**config.mk**
```make
export PLATFORM = sky130hd
export DESIGN_NAME = pmc_mode_reset_ctrl
export DESIGN_NICKNAME = d
export VERILOG_FILES = /design/src/shared/pmc_pkg.sv /design/src/verilog/pmc_sync.sv /design/src/verilog/pmc_key_filter.sv /design/src/verilog/pmc_mode_reset_ctrl.sv
export VERILOG_INCLUDE_DIRS = /design/src /design/src/shared
export SDC_FILE = /design/constraint.sdc
export NUM_CORES = 1
export LEC_CHECK = 0
export ABC_AREA = 1
export CAP_MARGIN = 20
export CORE_MARGIN = 4
export CORE_UTILIZATION = 69
export CTS_BUF_LIST = sky130_fd_sc_hd__clkbuf_16
export DETAILED_ROUTE_END_ITERATION = 6
export DONT_BUFFER_PORTS = 1
export GPL_TIMING_DRIVEN = 1
export PLACE_DENSITY_LB_ADDON = 0.1
export SETUP_SLACK_MARGIN = 0.3
export SLEW_MARGIN = 20
export SYNTH_ARGS = -nofsm -noshare
export SYNTH_HDL_FRONTEND = slang
export SYNTH_SLANG_ARGS = --single-unit
```
**constraint.sdc**
```tcl
create_clock -name hclk -period 8.5 [get_ports hclk]
set_clock_uncertainty 0.15 [all_clocks]
set_input_delay 0.425 -clock hclk [delete_from_list [all_inputs] [get_ports hclk]]
set_output_delay 0.425 -clock hclk [all_outputs]
set_load 0.03 [all_outputs]
```
**src/shared/pmc_consts.svh**
```systemverilog
// Register offsets, field positions, reset values and timing counts
`ifndef PMC_CONSTS_SVH
`define PMC_CONSTS_SVH

`define PMC_CLK_MHZ          50
`define PMC_DEGLITCH_US      200
`define PMC_DEGLITCH_CYC     (`PMC_DEGLITCH_US * `PMC_CLK_MHZ)
`define PMC_LONG_UNIT_S      4
`define PMC_LONG_UNIT_CYC    (`PMC_LONG_UNIT_S * 1000000 * `PMC_CLK_MHZ)
`define PMC_MODE_QUAL_RST    16'h00fa
`define PMC_SETTLE_CYC       16

`define PMC_OFF_CTRL         12'h000
`define PMC_OFF_MODECFG      12'h004
`define PMC_IDX_PINSEL       8'h22
`define PMC_IDX_RSTMON       8'h71
`define PMC_OFF_PINSEL       12'(`PMC_IDX_PINSEL * 4)
`define PMC_OFF_QUAL         12'h00c
`define PMC_OFF_STATUS       12'h010
`define PMC_OFF_RSTMON       12'(`PMC_IDX_RSTMON * 4)

`define PMC_CTRL_REGMODE_LO  0
`define PMC_CTRL_REGMODE_HI  1
`define PMC_CTRL_LONGSEL_LO  2
`define PMC_CTRL_THERM_EN    4
`define PMC_CTRL_SHIP        5
`define PMC_CTRL_PWRDN       6
`define PMC_CTRL_RESET       32'h0000_0000
`define PMC_RSTMON_KEY       7
`endif

```
**src/shared/pmc_pkg.sv**
```systemverilog
// Types shared by the mode and reset control block
package pmc_pkg;
    typedef enum logic [2:0] {
        PMC_ST_STANDBY = 3'b000,
        PMC_ST_PWRUP   = 3'b001,
        PMC_ST_ACTIVE  = 3'b010,
        PMC_ST_ENABLE  = 3'b011,
        PMC_ST_DISABLE = 3'b100,
        PMC_ST_PWRDN   = 3'b101
    } pmc_state_e;
    typedef enum logic [1:0] {
        PMC_TZ_NORMAL = 2'b00,
        PMC_TZ_SUSPEND = 2'b01,
        PMC_TZ_HALF   = 2'b10,
        PMC_TZ_HOTCV  = 2'b11
    } pmc_tzone_e;
    typedef logic [1:0] pmc_mode_t;
    typedef logic [3:0] pmc_rails_t;
endpackage

```
**src/verilog/pmc_sync.sv**
```systemverilog
// Two-flop synchroniser for asynchronous pin levels
`timescale 1ns/1ps
module pmc_sync #(
    parameter int W = 1
) (
    input  wire logic         hclk,
    input  wire logic         hresetn,
    input  wire logic [W-1:0] din,
    output logic      [W-1:0] dout
);
    logic [W-1:0] meta_q;

    always_ff @(posedge hclk or negedge hresetn) begin
        if (!hresetn) begin
            meta_q <= '0;
            dout   <= '0;
        end else begin
            meta_q <= din;
            dout   <= meta_q;
        end
    end
endmodule

```
**src/verilog/pmc_key_filter.sv**
```systemverilog
// Power key deglitch, filtered falling edge and long-press detect
`timescale 1ns/1ps
`include "pmc_consts.svh"
module pmc_key_filter (
    // Clock and reset
    input  wire logic       hclk,
    input  wire logic       hresetn,
    // Synchronised key level and long-press select
    input  wire logic       key_sync,
    input  wire logic [1:0] long_press_time_sel,
    // Results
    output logic            key_level_q,
    output logic            key_fall_q,
    output logic            long_press_q
);
    logic [13:0] glt_q;
    logic [31:0] hold_q;
    wire  [31:0] long_lim = (32'({30'd0, long_press_time_sel}) + 32'd1) * `PMC_LONG_UNIT_CYC;
    wire         stable   = (glt_q == 14'(`PMC_DEGLITCH_CYC - 1));

    always_ff @(posedge hclk or negedge hresetn) begin
        if (!hresetn) begin
            glt_q        <= '0;
            key_level_q  <= 1'b1;
            key_fall_q   <= 1'b0;
            hold_q       <= '0;
            long_press_q <= 1'b0;
        end else begin
            key_fall_q   <= 1'b0;
            long_press_q <= 1'b0;
            if (key_sync == key_level_q) begin
                glt_q <= '0;
            end else if (stable) begin
                glt_q       <= '0;
                key_level_q <= key_sync;
                key_fall_q  <= !key_sync;
            end else begin
                glt_q <= glt_q + 14'd1;
            end
            if (key_level_q) begin
                hold_q <= '0;
            end else if (hold_q == long_lim - 32'd1) begin
                hold_q       <= hold_q + 32'd1;
                long_press_q <= 1'b1;
            end else if (hold_q < long_lim) begin
                hold_q <= hold_q + 32'd1;
            end
        end
    end
endmodule

```
**src/verilog/pmc_mode_reset_ctrl.sv**
```systemverilog
// Operating mode, power key, system reset and thermistor zone control
`timescale 1ns/1ps
`include "pmc_consts.svh"

module pmc_mode_reset_ctrl
    import pmc_pkg::*;
(
    // Clock and reset
    input  wire logic         hclk,
    input  wire logic         hresetn,
    // AHB-Lite slave
    input  wire logic         hsel,
    input  wire logic [11:0]  haddr,
    input  wire logic [1:0]   htrans,
    input  wire logic         hwrite,
    input  wire logic [2:0]   hsize,
    input  wire logic [31:0]  hwdata,
    input  wire logic         hready,
    output logic [31:0]       hrdata,
    output logic              hreadyout,
    output logic              hresp,
    // Pins
    input  wire logic         power_key_n,
    input  wire logic         mode_pin_low_bit,
    input  wire logic         mode_pin_high_bit,
    output logic              system_reset_out_n_o,
    output logic              system_reset_out_n_oe,
    // Rail comparators, per rail: bit0 linear1, bit1 linear2, bit2 core, bit3 system
    input  wire pmc_rails_t   rail_under,
    input  wire pmc_rails_t   rail_over,
    // Thermistor zone comparators from sense input
    input  wire logic         therm_below_cold,
    input  wire logic         therm_below_cool,
    input  wire logic         therm_above_warm,
    input  wire logic         therm_above_hot,
    // Rail and charger control
    output pmc_rails_t        rail_enable,
    output pmc_mode_t         active_mode,
    output logic              volt_change,
    output logic              rail_default_reload,
    output logic              charge_suspend,
    output logic              charge_half_current,
    output logic              charge_cv_hot_offset
);
    import pmc_pkg::*;

    logic [31:0]  ctrl_q;
    logic [7:0]   mode_cfg_q [4];
    logic [15:0]  qual_q;
    pmc_state_e   state_q;
    pmc_mode_t    mode_q;
    pmc_mode_t    target_q;
    pmc_mode_t    pin_last_q;
    logic [15:0]  pin_cnt_q;
    logic [4:0]   settle_q;
    logic         ship_q;
    logic         move_q;
    logic         rst_out_q;
    logic         ahb_wr_q;
    logic [11:0]  ahb_addr_q;
    logic [31:0]  rdata_q;
    pmc_rails_t   rail_en_q;
    logic [2:0]   tz_q;
    logic [1:0]   pins_s;
    logic         key_s;
    logic         key_level;
    logic         key_fall;
    logic         long_press;

    // Mode config byte: [3:0] rail enables, [4] pin select, [5] key-to-mode0
    wire pmc_rails_t cur_rails  = mode_cfg_q[mode_q][3:0];
    wire pmc_rails_t tgt_rails  = mode_cfg_q[target_q][3:0];
    wire             pin_ctrl   = mode_cfg_q[mode_q][4];
    wire             key_mode0  = mode_cfg_q[mode_q][5];
    wire             in_seq     = (state_q == PMC_ST_PWRUP) || (state_q == PMC_ST_PWRDN);
    wire             key_ok     = key_fall && !in_seq;
    wire pmc_mode_t  reg_mode   = {ctrl_q[`PMC_CTRL_REGMODE_HI], ctrl_q[`PMC_CTRL_REGMODE_LO]};
    wire pmc_mode_t  pin_mode   = pins_s;
    wire             pin_stable = (pin_mode == pin_last_q) && (pin_cnt_q >= qual_q);
    wire pmc_mode_t  req_mode   = pin_ctrl ? pin_mode : reg_mode;
    wire             req_ok     = pin_ctrl ? pin_stable : 1'b1;
    wire             mode_req   = (state_q == PMC_ST_ACTIVE) && req_ok && (req_mode != mode_q);
    wire             new_up     = ~|(tgt_rails & ~cur_rails & rail_under);
    wire             all_up     = ~|(rail_en_q & rail_under);
    wire             rail_bad   = |(rail_en_q & (rail_under | rail_over));
    wire             settling   = (settle_q != 5'd0);

    // AHB decode
    wire        ahb_go   = hsel && hready && htrans[1];
    wire        sel_ctrl = (ahb_addr_q == `PMC_OFF_CTRL);
    wire        sel_qual = (ahb_addr_q == `PMC_OFF_QUAL);
    wire        sel_pins = (ahb_addr_q == `PMC_OFF_PINSEL);
    wire        sel_mcfg = (ahb_addr_q[11:4] == 8'h00) && (ahb_addr_q[3:0] == 4'h4);
    wire [31:0] rd_mux   =
        (haddr == `PMC_OFF_CTRL)    ? ctrl_q :
        (haddr == `PMC_OFF_MODECFG) ? {mode_cfg_q[3],mode_cfg_q[2],mode_cfg_q[1],mode_cfg_q[0]} :
        (haddr == `PMC_OFF_PINSEL)  ? {28'h0, mode_cfg_q[3][4], mode_cfg_q[2][4],
                                       mode_cfg_q[1][4], mode_cfg_q[0][4]} :
        (haddr == `PMC_OFF_QUAL)    ? {16'h0, qual_q} :
        (haddr == `PMC_OFF_STATUS)  ? {20'h0, 1'b0, state_q, target_q, mode_q,
                                       ship_q, move_q, rail_en_q[1:0]} :
        (haddr == `PMC_OFF_RSTMON)  ? {24'h0, key_level, 3'h0, rail_en_q} :
                                      32'h0;

    pmc_sync #(.W(3)) u_sync (
        .hclk    (hclk),
        .hresetn (hresetn),
        .din     ({mode_pin_high_bit, mode_pin_low_bit, power_key_n}),
        .dout    ({pins_s, key_s})
    );

    pmc_key_filter u_key (
        .hclk                (hclk),
        .hresetn             (hresetn),
        .key_sync            (key_s),
        .long_press_time_sel (ctrl_q[`PMC_CTRL_LONGSEL_LO+1:`PMC_CTRL_LONGSEL_LO]),
        .key_level_q         (key_level),
        .key_fall_q          (key_fall),
        .long_press_q        (long_press)
    );

    // Bus slave: zero wait states, always OKAY
    always_ff @(posedge hclk or negedge hresetn) begin
        if (!hresetn) begin
            ahb_wr_q   <= 1'b0;
            ahb_addr_q <= '0;
            rdata_q    <= '0;
        end else begin
            ahb_wr_q   <= ahb_go && hwrite;
            ahb_addr_q <= haddr;
            rdata_q    <= (ahb_go && !hwrite) ? rd_mux : rdata_q;
        end
    end

    // Software registers; writes win over SHIP and PWRDN clears, other hardware clears win over writes
    always_ff @(posedge hclk or negedge hresetn) begin
        if (!hresetn) begin
            ctrl_q <= `PMC_CTRL_RESET;
            qual_q <= `PMC_MODE_QUAL_RST;
        end else begin
            if (ahb_wr_q && sel_ctrl) begin
                ctrl_q <= hwdata;
            end else begin
                ctrl_q[`PMC_CTRL_SHIP]  <= ctrl_q[`PMC_CTRL_SHIP] && !ship_q;
                ctrl_q[`PMC_CTRL_PWRDN] <= ctrl_q[`PMC_CTRL_PWRDN]
                                           && (state_q != PMC_ST_STANDBY);
            end
            if (long_press) begin
                ctrl_q[`PMC_CTRL_REGMODE_HI:`PMC_CTRL_REGMODE_LO] <= 2'b00;
            end else if (key_ok && key_mode0) begin
                ctrl_q[`PMC_CTRL_REGMODE_HI:`PMC_CTRL_REGMODE_LO] <= 2'b00;
            end
            if (ahb_wr_q && sel_qual) begin
                qual_q <= hwdata[15:0];
            end
        end
    end

    genvar gi;
    generate
        for (gi = 0; gi < 4; gi++) begin : g_mcfg
            always_ff @(posedge hclk or negedge hresetn) begin
                if (!hresetn) begin
                    mode_cfg_q[gi] <= 8'h0f;
                end else if (long_press) begin
                    mode_cfg_q[gi] <= 8'h0f;
                end else begin
                    if (ahb_wr_q && sel_mcfg) begin
                        mode_cfg_q[gi] <= hwdata[gi*8 +: 8];
                    end
                    if (ahb_wr_q && sel_pins) begin
                        mode_cfg_q[gi][4] <= hwdata[gi];
                    end
                    if (key_fall) begin
                        mode_cfg_q[gi][4] <= 1'b0;
                    end
                end
            end
        end
    endgenerate

    // Pin pair stability counter
    always_ff @(posedge hclk or negedge hresetn) begin
        if (!hresetn) begin
            pin_last_q <= 2'b00;
            pin_cnt_q  <= '0;
        end else if (pin_mode != pin_last_q) begin
            pin_last_q <= pin_mode;
            pin_cnt_q  <= '0;
        end else if (pin_cnt_q != 16'hffff) begin
            pin_cnt_q  <= pin_cnt_q + 16'd1;
        end
    end

    // Sequencer
    always_ff @(posedge hclk or negedge hresetn) begin
        if (!hresetn) begin
            state_q   <= PMC_ST_STANDBY;
            mode_q    <= 2'b00;
            target_q  <= 2'b00;
            rail_en_q <= '0;
            ship_q    <= 1'b0;
            move_q    <= 1'b0;
            settle_q  <= '0;
        end else begin
            settle_q <= settling ? settle_q - 5'd1 : settle_q;
            move_q   <= settling || (move_q && mode_req);
            if (ctrl_q[`PMC_CTRL_SHIP] && state_q == PMC_ST_STANDBY) begin
                ship_q <= 1'b1;
            end
            if (long_press) begin
                state_q   <= PMC_ST_PWRUP;
                mode_q    <= 2'b00;
                target_q  <= 2'b00;
                rail_en_q <= '0;
                ship_q    <= 1'b0;
            end else begin
                case (state_q)
                    PMC_ST_STANDBY: begin
                        if (key_ok) begin
                            state_q  <= PMC_ST_PWRUP;
                            ship_q   <= 1'b0;
                            mode_q   <= ship_q ? 2'b00 : mode_q;
                            target_q <= ship_q ? 2'b00 : mode_q;
                        end
                    end
                    PMC_ST_PWRUP: begin
                        rail_en_q <= cur_rails;
                        if (rail_en_q == cur_rails && all_up) begin
                            state_q <= PMC_ST_ACTIVE;
                        end
                    end
                    PMC_ST_ACTIVE: begin
                        if (ctrl_q[`PMC_CTRL_SHIP] || ctrl_q[`PMC_CTRL_PWRDN]) begin
                            state_q <= PMC_ST_PWRDN;
                        end else if (key_ok && key_mode0 && mode_q != 2'b00) begin
                            target_q <= 2'b00;
                            state_q  <= PMC_ST_ENABLE;
                            settle_q <= 5'(`PMC_SETTLE_CYC);
                        end else if (mode_req) begin
                            target_q <= req_mode;
                            state_q  <= PMC_ST_ENABLE;
                            settle_q <= 5'(`PMC_SETTLE_CYC);
                        end
                    end
                    PMC_ST_ENABLE: begin
                        rail_en_q <= cur_rails | tgt_rails;
                        if (new_up && rail_en_q == (cur_rails | tgt_rails)) begin
                            state_q <= PMC_ST_DISABLE;
                        end
                    end
                    PMC_ST_DISABLE: begin
                        rail_en_q <= tgt_rails;
                        mode_q    <= target_q;
                        state_q   <= PMC_ST_ACTIVE;
                    end
                    PMC_ST_PWRDN: begin
                        rail_en_q <= '0;
                        state_q   <= PMC_ST_STANDBY;
                    end
                    default: state_q <= PMC_ST_STANDBY;
                endcase
            end
        end
    end

    // Reset output and thermistor zone
    always_ff @(posedge hclk or negedge hresetn) begin
        if (!hresetn) begin
            rst_out_q <= 1'b1;
            tz_q      <= '0;
        end else begin
            if (in_seq || state_q == PMC_ST_STANDBY) begin
                rst_out_q <= 1'b1;
            end else if (move_q || settling) begin
                rst_out_q <= 1'b0;
            end else begin
                rst_out_q <= rail_bad;
            end
            tz_q[0] <= ctrl_q[`PMC_CTRL_THERM_EN] && (therm_below_cold || therm_above_hot);
            tz_q[1] <= ctrl_q[`PMC_CTRL_THERM_EN] && !therm_below_cold && therm_below_cool;
            tz_q[2] <= ctrl_q[`PMC_CTRL_THERM_EN] && therm_above_warm && !therm_above_hot;
        end
    end

    assign hrdata                = rdata_q;
    assign hreadyout             = 1'b1;
    assign hresp                 = 1'b0;
    assign system_reset_out_n_o  = 1'b0;
    assign system_reset_out_n_oe = rst_out_q;
    assign rail_enable           = rail_en_q;
    assign active_mode           = mode_q;
    assign volt_change           = move_q;
    assign rail_default_reload   = long_press;
    assign charge_suspend        = tz_q[0];
    assign charge_half_current   = tz_q[1];
    assign charge_cv_hot_offset  = tz_q[2];
endmodule

```
==> parameters.txt <==
Parameter                              Value

Critical path
  Worst setup slack for register-to-register paths ... 3.89 ns
  Required time of the critical path ... 8.76 ns
  CP Class ... reg -> reg
  FF-to-FF path depth ... 21
  Maximum fanout along the worst path ... 33
  Destination of the worst register-to-register timing path ... u_key.hold_q[30]$_DFFE_PN0P_
  Element type at the critical path start ... flop
  Category of the worst setup path capture point ... flop
  Launch instance of the worst register-to-register path ... ctrl_q[2]$_DFFE_PN0P_
  Cell family with most CP delay ... simple AND/OR/NAND/NOR gates
  Cell breakdown of the critical path ... inv_2 -> ha_1 -> inv_1 -> nand2_1 -> nand2_1 -> inv_1 -> ha_1 -> o21bai_1 -> inv_1 -> nand2_1 -> nand2_1 -> nand2_1 -> ha_1 -> nand3_1 -> nor4_1 -> nand2_1 -> nand3_1 -> buf_4 -> nand2_4 -> nand3_2 -> nand2_1
  Most prevalent standard cell on the critical path ... sky130_fd_sc_hd__nand2_1
  Signal arrival time at the worst endpoint ... 4.87 ns
  Path length in cells of the critical path ... 21
  Critical path's slowest cell ... sky130_fd_sc_hd__dfrtp_1
  Count of buffering cells on the critical path with inverters included ... 5
  Peak per-stage delay on the critical path ... 0.63 ns

Route
  Average wire length per cell after detail routing ... 18.0 µm
  Final WL ... 36.7 mm
  Number of vias per cell after detailed routing ... 5.98
  Drc violations ... 0
  Number of detailed-routing iterations run before antenna repair ... 7
  Remaining number of nets flagged by the antenna check after routing ... 0
  Count of vias placed by the detailed router ... 12.2k
  Number of DRC markers in iteration 0 ... 1,201

GRT
  Initial antenna violation count ... 0
  Remaining global-route overflow ... 0
  Via count of the first global-routing pass ... 11.7k
  Overall routing resource usage ... 34.1%
  First-pass GRT wire length ... 60.0 mm
  Maximum number of pins on one net before global-route repair ... 221

Final layout
  Layout overhead on the synthesized area ... 10.4%
  Final Util ... 77.7%
  Cell area after layout ... 14,600 µm²
  Ratio of cells with drive above 1 in the final layout ... 6.77%
  Diodes inserted ... 0
  Net count reported at finish ... 1,906

Synthesis
  Unique masters post-synth ... 50
  Proportion of synthesized flip-flops having asynchronous set or reset ... 100%
  Post-synthesis sequential area ratio ... 41.9%
  Synthesized instance count ... 1,761
  Commonest register cell after synthesis ... sky130_fd_sc_hd__dfrtp_1
  Synth warn ... 0
  Average cell area after synthesis ... 7.49 µm²
  Combined area of all synthesized cells ... 13,200 µm²
  Post-synthesis sequential element count ... 220
  Number of enable flip-flop cells after synthesis ... 0

Floorplanning
  # IOs ... 116
  Area inside the core boundary ... 18,800 µm²
  Die Wd ... 146 µm
  Die height ... 146 µm
  Die area ... 21,400 µm²
  Site Rows ... 50
  Initial core utilization ... 70.3%

STA
  Top achievable clock speed ... 0.217 GHz
  Share of the clock period used by the worst path ... 54.2%
  Final critical delay including setup and external delays ... 4.61 ns
  Worst slew margin relative to its limit ... 29.4%
  TNS Setup ... 0 ns
  RSZ-0062 raised after global routing ... no
  Count of final hold-check violations ... 0
  Final setup violation count ... 0
  Pin slew with the least headroom to its limit ... 1.06 ns
  Final slew viol count ... 0

Placed design
  Instance area at placement ... 13,200 µm²
  Count of buffers from port buffering ... 0
  Routability cong. ... 0.942
  Placed wire-length estimate ... 25.1 mm

Clock network
  Number of clock sinks seen by CTS ... 220
  Clock input transition at the sequential cells of the worst setup and hold paths ... 0.07 ns
  Clock tree from TritonCTS ... yes
  Clock latency reported for the late side of the worst-skew pair ... 0.52 ns
  Number of clock buffers inserted by TritonCTS ... 24
  Hold Buf Count CTS ... 53
  Root buf cell ... sky130_fd_sc_hd__clkbuf_16
  Worst-case clock buffer depth ... 3
  Number of gates resized after cts ... 0
  # Post-CTS Setup Buffers ... 0
  Number of H-tree levels ... 1

Run status
  Result of the run ... finished, final reports clean

Worst hold path
  Worst hold path type ... in -> reg
  Hold EP ... mode_cfg_q[27]$_DFFE_PN1P_
  Worst hold path cell count ... 2
  Worst Min Path Start ... hwdata[3]

Power and ir drop
  Leakage ... 7.33 nW
  Pwr per Cell Area ... 155 nW/µm²
  Largest vdd supply drop ... 0.168 mV

Job
  Max-cap violations ... 0
[through the flow]
stage | hold WS (ns) | worst slack, ns | total power [mW] | instances
finish | 0.0818 | 3.89 | 2.26 | 2035
global route | 0.0624 | 3.45 | 2.33 | 2035
CTS | 0.0561 | 3.96 | 2.26 | 2034
detailed placement | -0.00551 | 3.98 | 1.22 | 1937
global placement | -0.00590 | 4.06 | 1.21 | 1937
floorplan | -0.0206 | 4.93 | 1.20 | 1762
[registers in the layout, indices dropped and copies added, names as in the netlist, 4 cells and up]
| signal | count |
|---|---|
| ahb_addr_q | 12 |
| ctrl_q | 32 |
| hrdata | 32 |
| mode_cfg_q | 32 |
| pin_cnt_q | 16 |
| qual_q | 16 |
| rail_enable | 4 |
| settle_q | 5 |
| u_key.glt_q | 14 |
| u_key.hold_q | 32 |
[logic make-up (layout without fill, tap and decap cells)]
logic type,after synthesis,count (layout),synth area share [%]
AND/OR/NAND/NOR,868,868,29.6
buffers and inverters,304,343,9.16
other,2,3,0.0569
adder cells (fa/ha/maj),54,54,5.12
AO/OA/AOI/OAI,270,270,11.2
flip-flops,220,220,41.9
XOR/XNOR,41,41,2.72
multiplexers,2,2,0.171
[how the worst max path moves through the flow]
stage / startpoint / endpoint
2_1_floorplan: ctrl_q[2]$_DFFE_PN0P_ / u_key.hold_q[16]$_DFFE_PN0P_
3_3_place_gp: ctrl_q[2]$_DFFE_PN0P_ / u_key.hold_q[0]$_DFFE_PN0P_
3_5_place_dp: ctrl_q[2]$_DFFE_PN0P_ / u_key.hold_q[0]$_DFFE_PN0P_
4_1_cts: ctrl_q[2]$_DFFE_PN0P_ / u_key.hold_q[25]$_DFFE_PN0P_
5_1_grt: ctrl_q[2]$_DFFE_PN0P_ / u_key.hold_q[13]$_DFFE_PN0P_
6_report: ctrl_q[2]$_DFFE_PN0P_ / u_key.hold_q[30]$_DFFE_PN0P_
[where the power goes]
group          switching [mW]  internal [mW]
clock                   0.420          0.589
combinational          0.0707         0.0423
sequential             0.0560           1.08
total                   0.547           1.71
[cell usage in the layout, fill, tap and decap left out, types with 3 or more instances in the layout]
cell	Yosys	final
sky130_fd_sc_hd__a211oi_1	3	3
sky130_fd_sc_hd__a21oi_1	86	86
sky130_fd_sc_hd__a22oi_1	9	9
sky130_fd_sc_hd__a31oi_1	19	19
sky130_fd_sc_hd__and3_1	4	4
sky130_fd_sc_hd__buf_4	3	6
sky130_fd_sc_hd__clkbuf_16	0	25
sky130_fd_sc_hd__clkinv_1	2	9
sky130_fd_sc_hd__clkinv_2	0	4
sky130_fd_sc_hd__conb_1	2	3
sky130_fd_sc_hd__dfrtp_1	196	196
sky130_fd_sc_hd__dfstp_2	24	24
sky130_fd_sc_hd__dlygate4sd3_1	0	52
sky130_fd_sc_hd__ha_1	54	54
sky130_fd_sc_hd__inv_1	232	236
sky130_fd_sc_hd__inv_2	5	6
sky130_fd_sc_hd__nand2_1	413	413
sky130_fd_sc_hd__nand3_1	125	125
sky130_fd_sc_hd__nand3_2	30	30
sky130_fd_sc_hd__nand4_1	51	51
sky130_fd_sc_hd__nor2_1	171	170
sky130_fd_sc_hd__nor2_2	3	3
sky130_fd_sc_hd__nor2_4	2	3
sky130_fd_sc_hd__nor3_1	40	39
sky130_fd_sc_hd__nor4_1	11	11
sky130_fd_sc_hd__o21a_1	4	4
sky130_fd_sc_hd__o21ai_0	114	114
sky130_fd_sc_hd__o21ai_1	12	12
sky130_fd_sc_hd__o221ai_1	3	3
sky130_fd_sc_hd__o22ai_1	9	9
sky130_fd_sc_hd__or2_1	3	3
sky130_fd_sc_hd__or2_2	7	7
sky130_fd_sc_hd__xnor2_1	17	17
sky130_fd_sc_hd__xor2_1	24	24
[cell type report]
type,instances,area (µm²)
well taps,234,293
inverters,239,897
multi-input cells,1238,6470
clock inverters,19,133
repair buffers,60,621
clock buffers,25,626
fillers,1354,4190
flip-flops and latches,220,5540
[synth_stat cells, types with 11 or more instances]
master	number	area, µm²
sky130_fd_sc_hd__dfstp_2	24	631
sky130_fd_sc_hd__xnor2_1	17	149
sky130_fd_sc_hd__o21ai_1	12	60.1
sky130_fd_sc_hd__nand4_1	51	319
sky130_fd_sc_hd__nand3_1	125	626
sky130_fd_sc_hd__clkbuf_1	39	146
sky130_fd_sc_hd__buf_2	17	85.1
sky130_fd_sc_hd__xor2_1	24	210
sky130_fd_sc_hd__inv_1	232	871
sky130_fd_sc_hd__o21ai_0	114	571
sky130_fd_sc_hd__nor2_1	171	642
sky130_fd_sc_hd__ha_1	54	676
sky130_fd_sc_hd__dfrtp_1	196	4900
sky130_fd_sc_hd__a31oi_1	19	119
sky130_fd_sc_hd__nand3_2	30	300
sky130_fd_sc_hd__a21oi_1	86	430
sky130_fd_sc_hd__nor4_1	11	68.8
sky130_fd_sc_hd__nand2_1	413	1550
sky130_fd_sc_hd__nor3_1	40	200
[metal layers]
layer / vias to the layer above / routed length [µm] / GRT usage, % / part of all wire, %
met3: 62 / 3600 / 6.98 / 9.8
met5: - / 0 / 0 / 0
li1: 5817 / - / - / -
met4: 0 / 794 / 8.89 / 2.2
met2: 555 / 16800 / 53.8 / 46
met1: 5736 / 15500 / 48.8 / 42
Power figures use the tool's default switching activity.
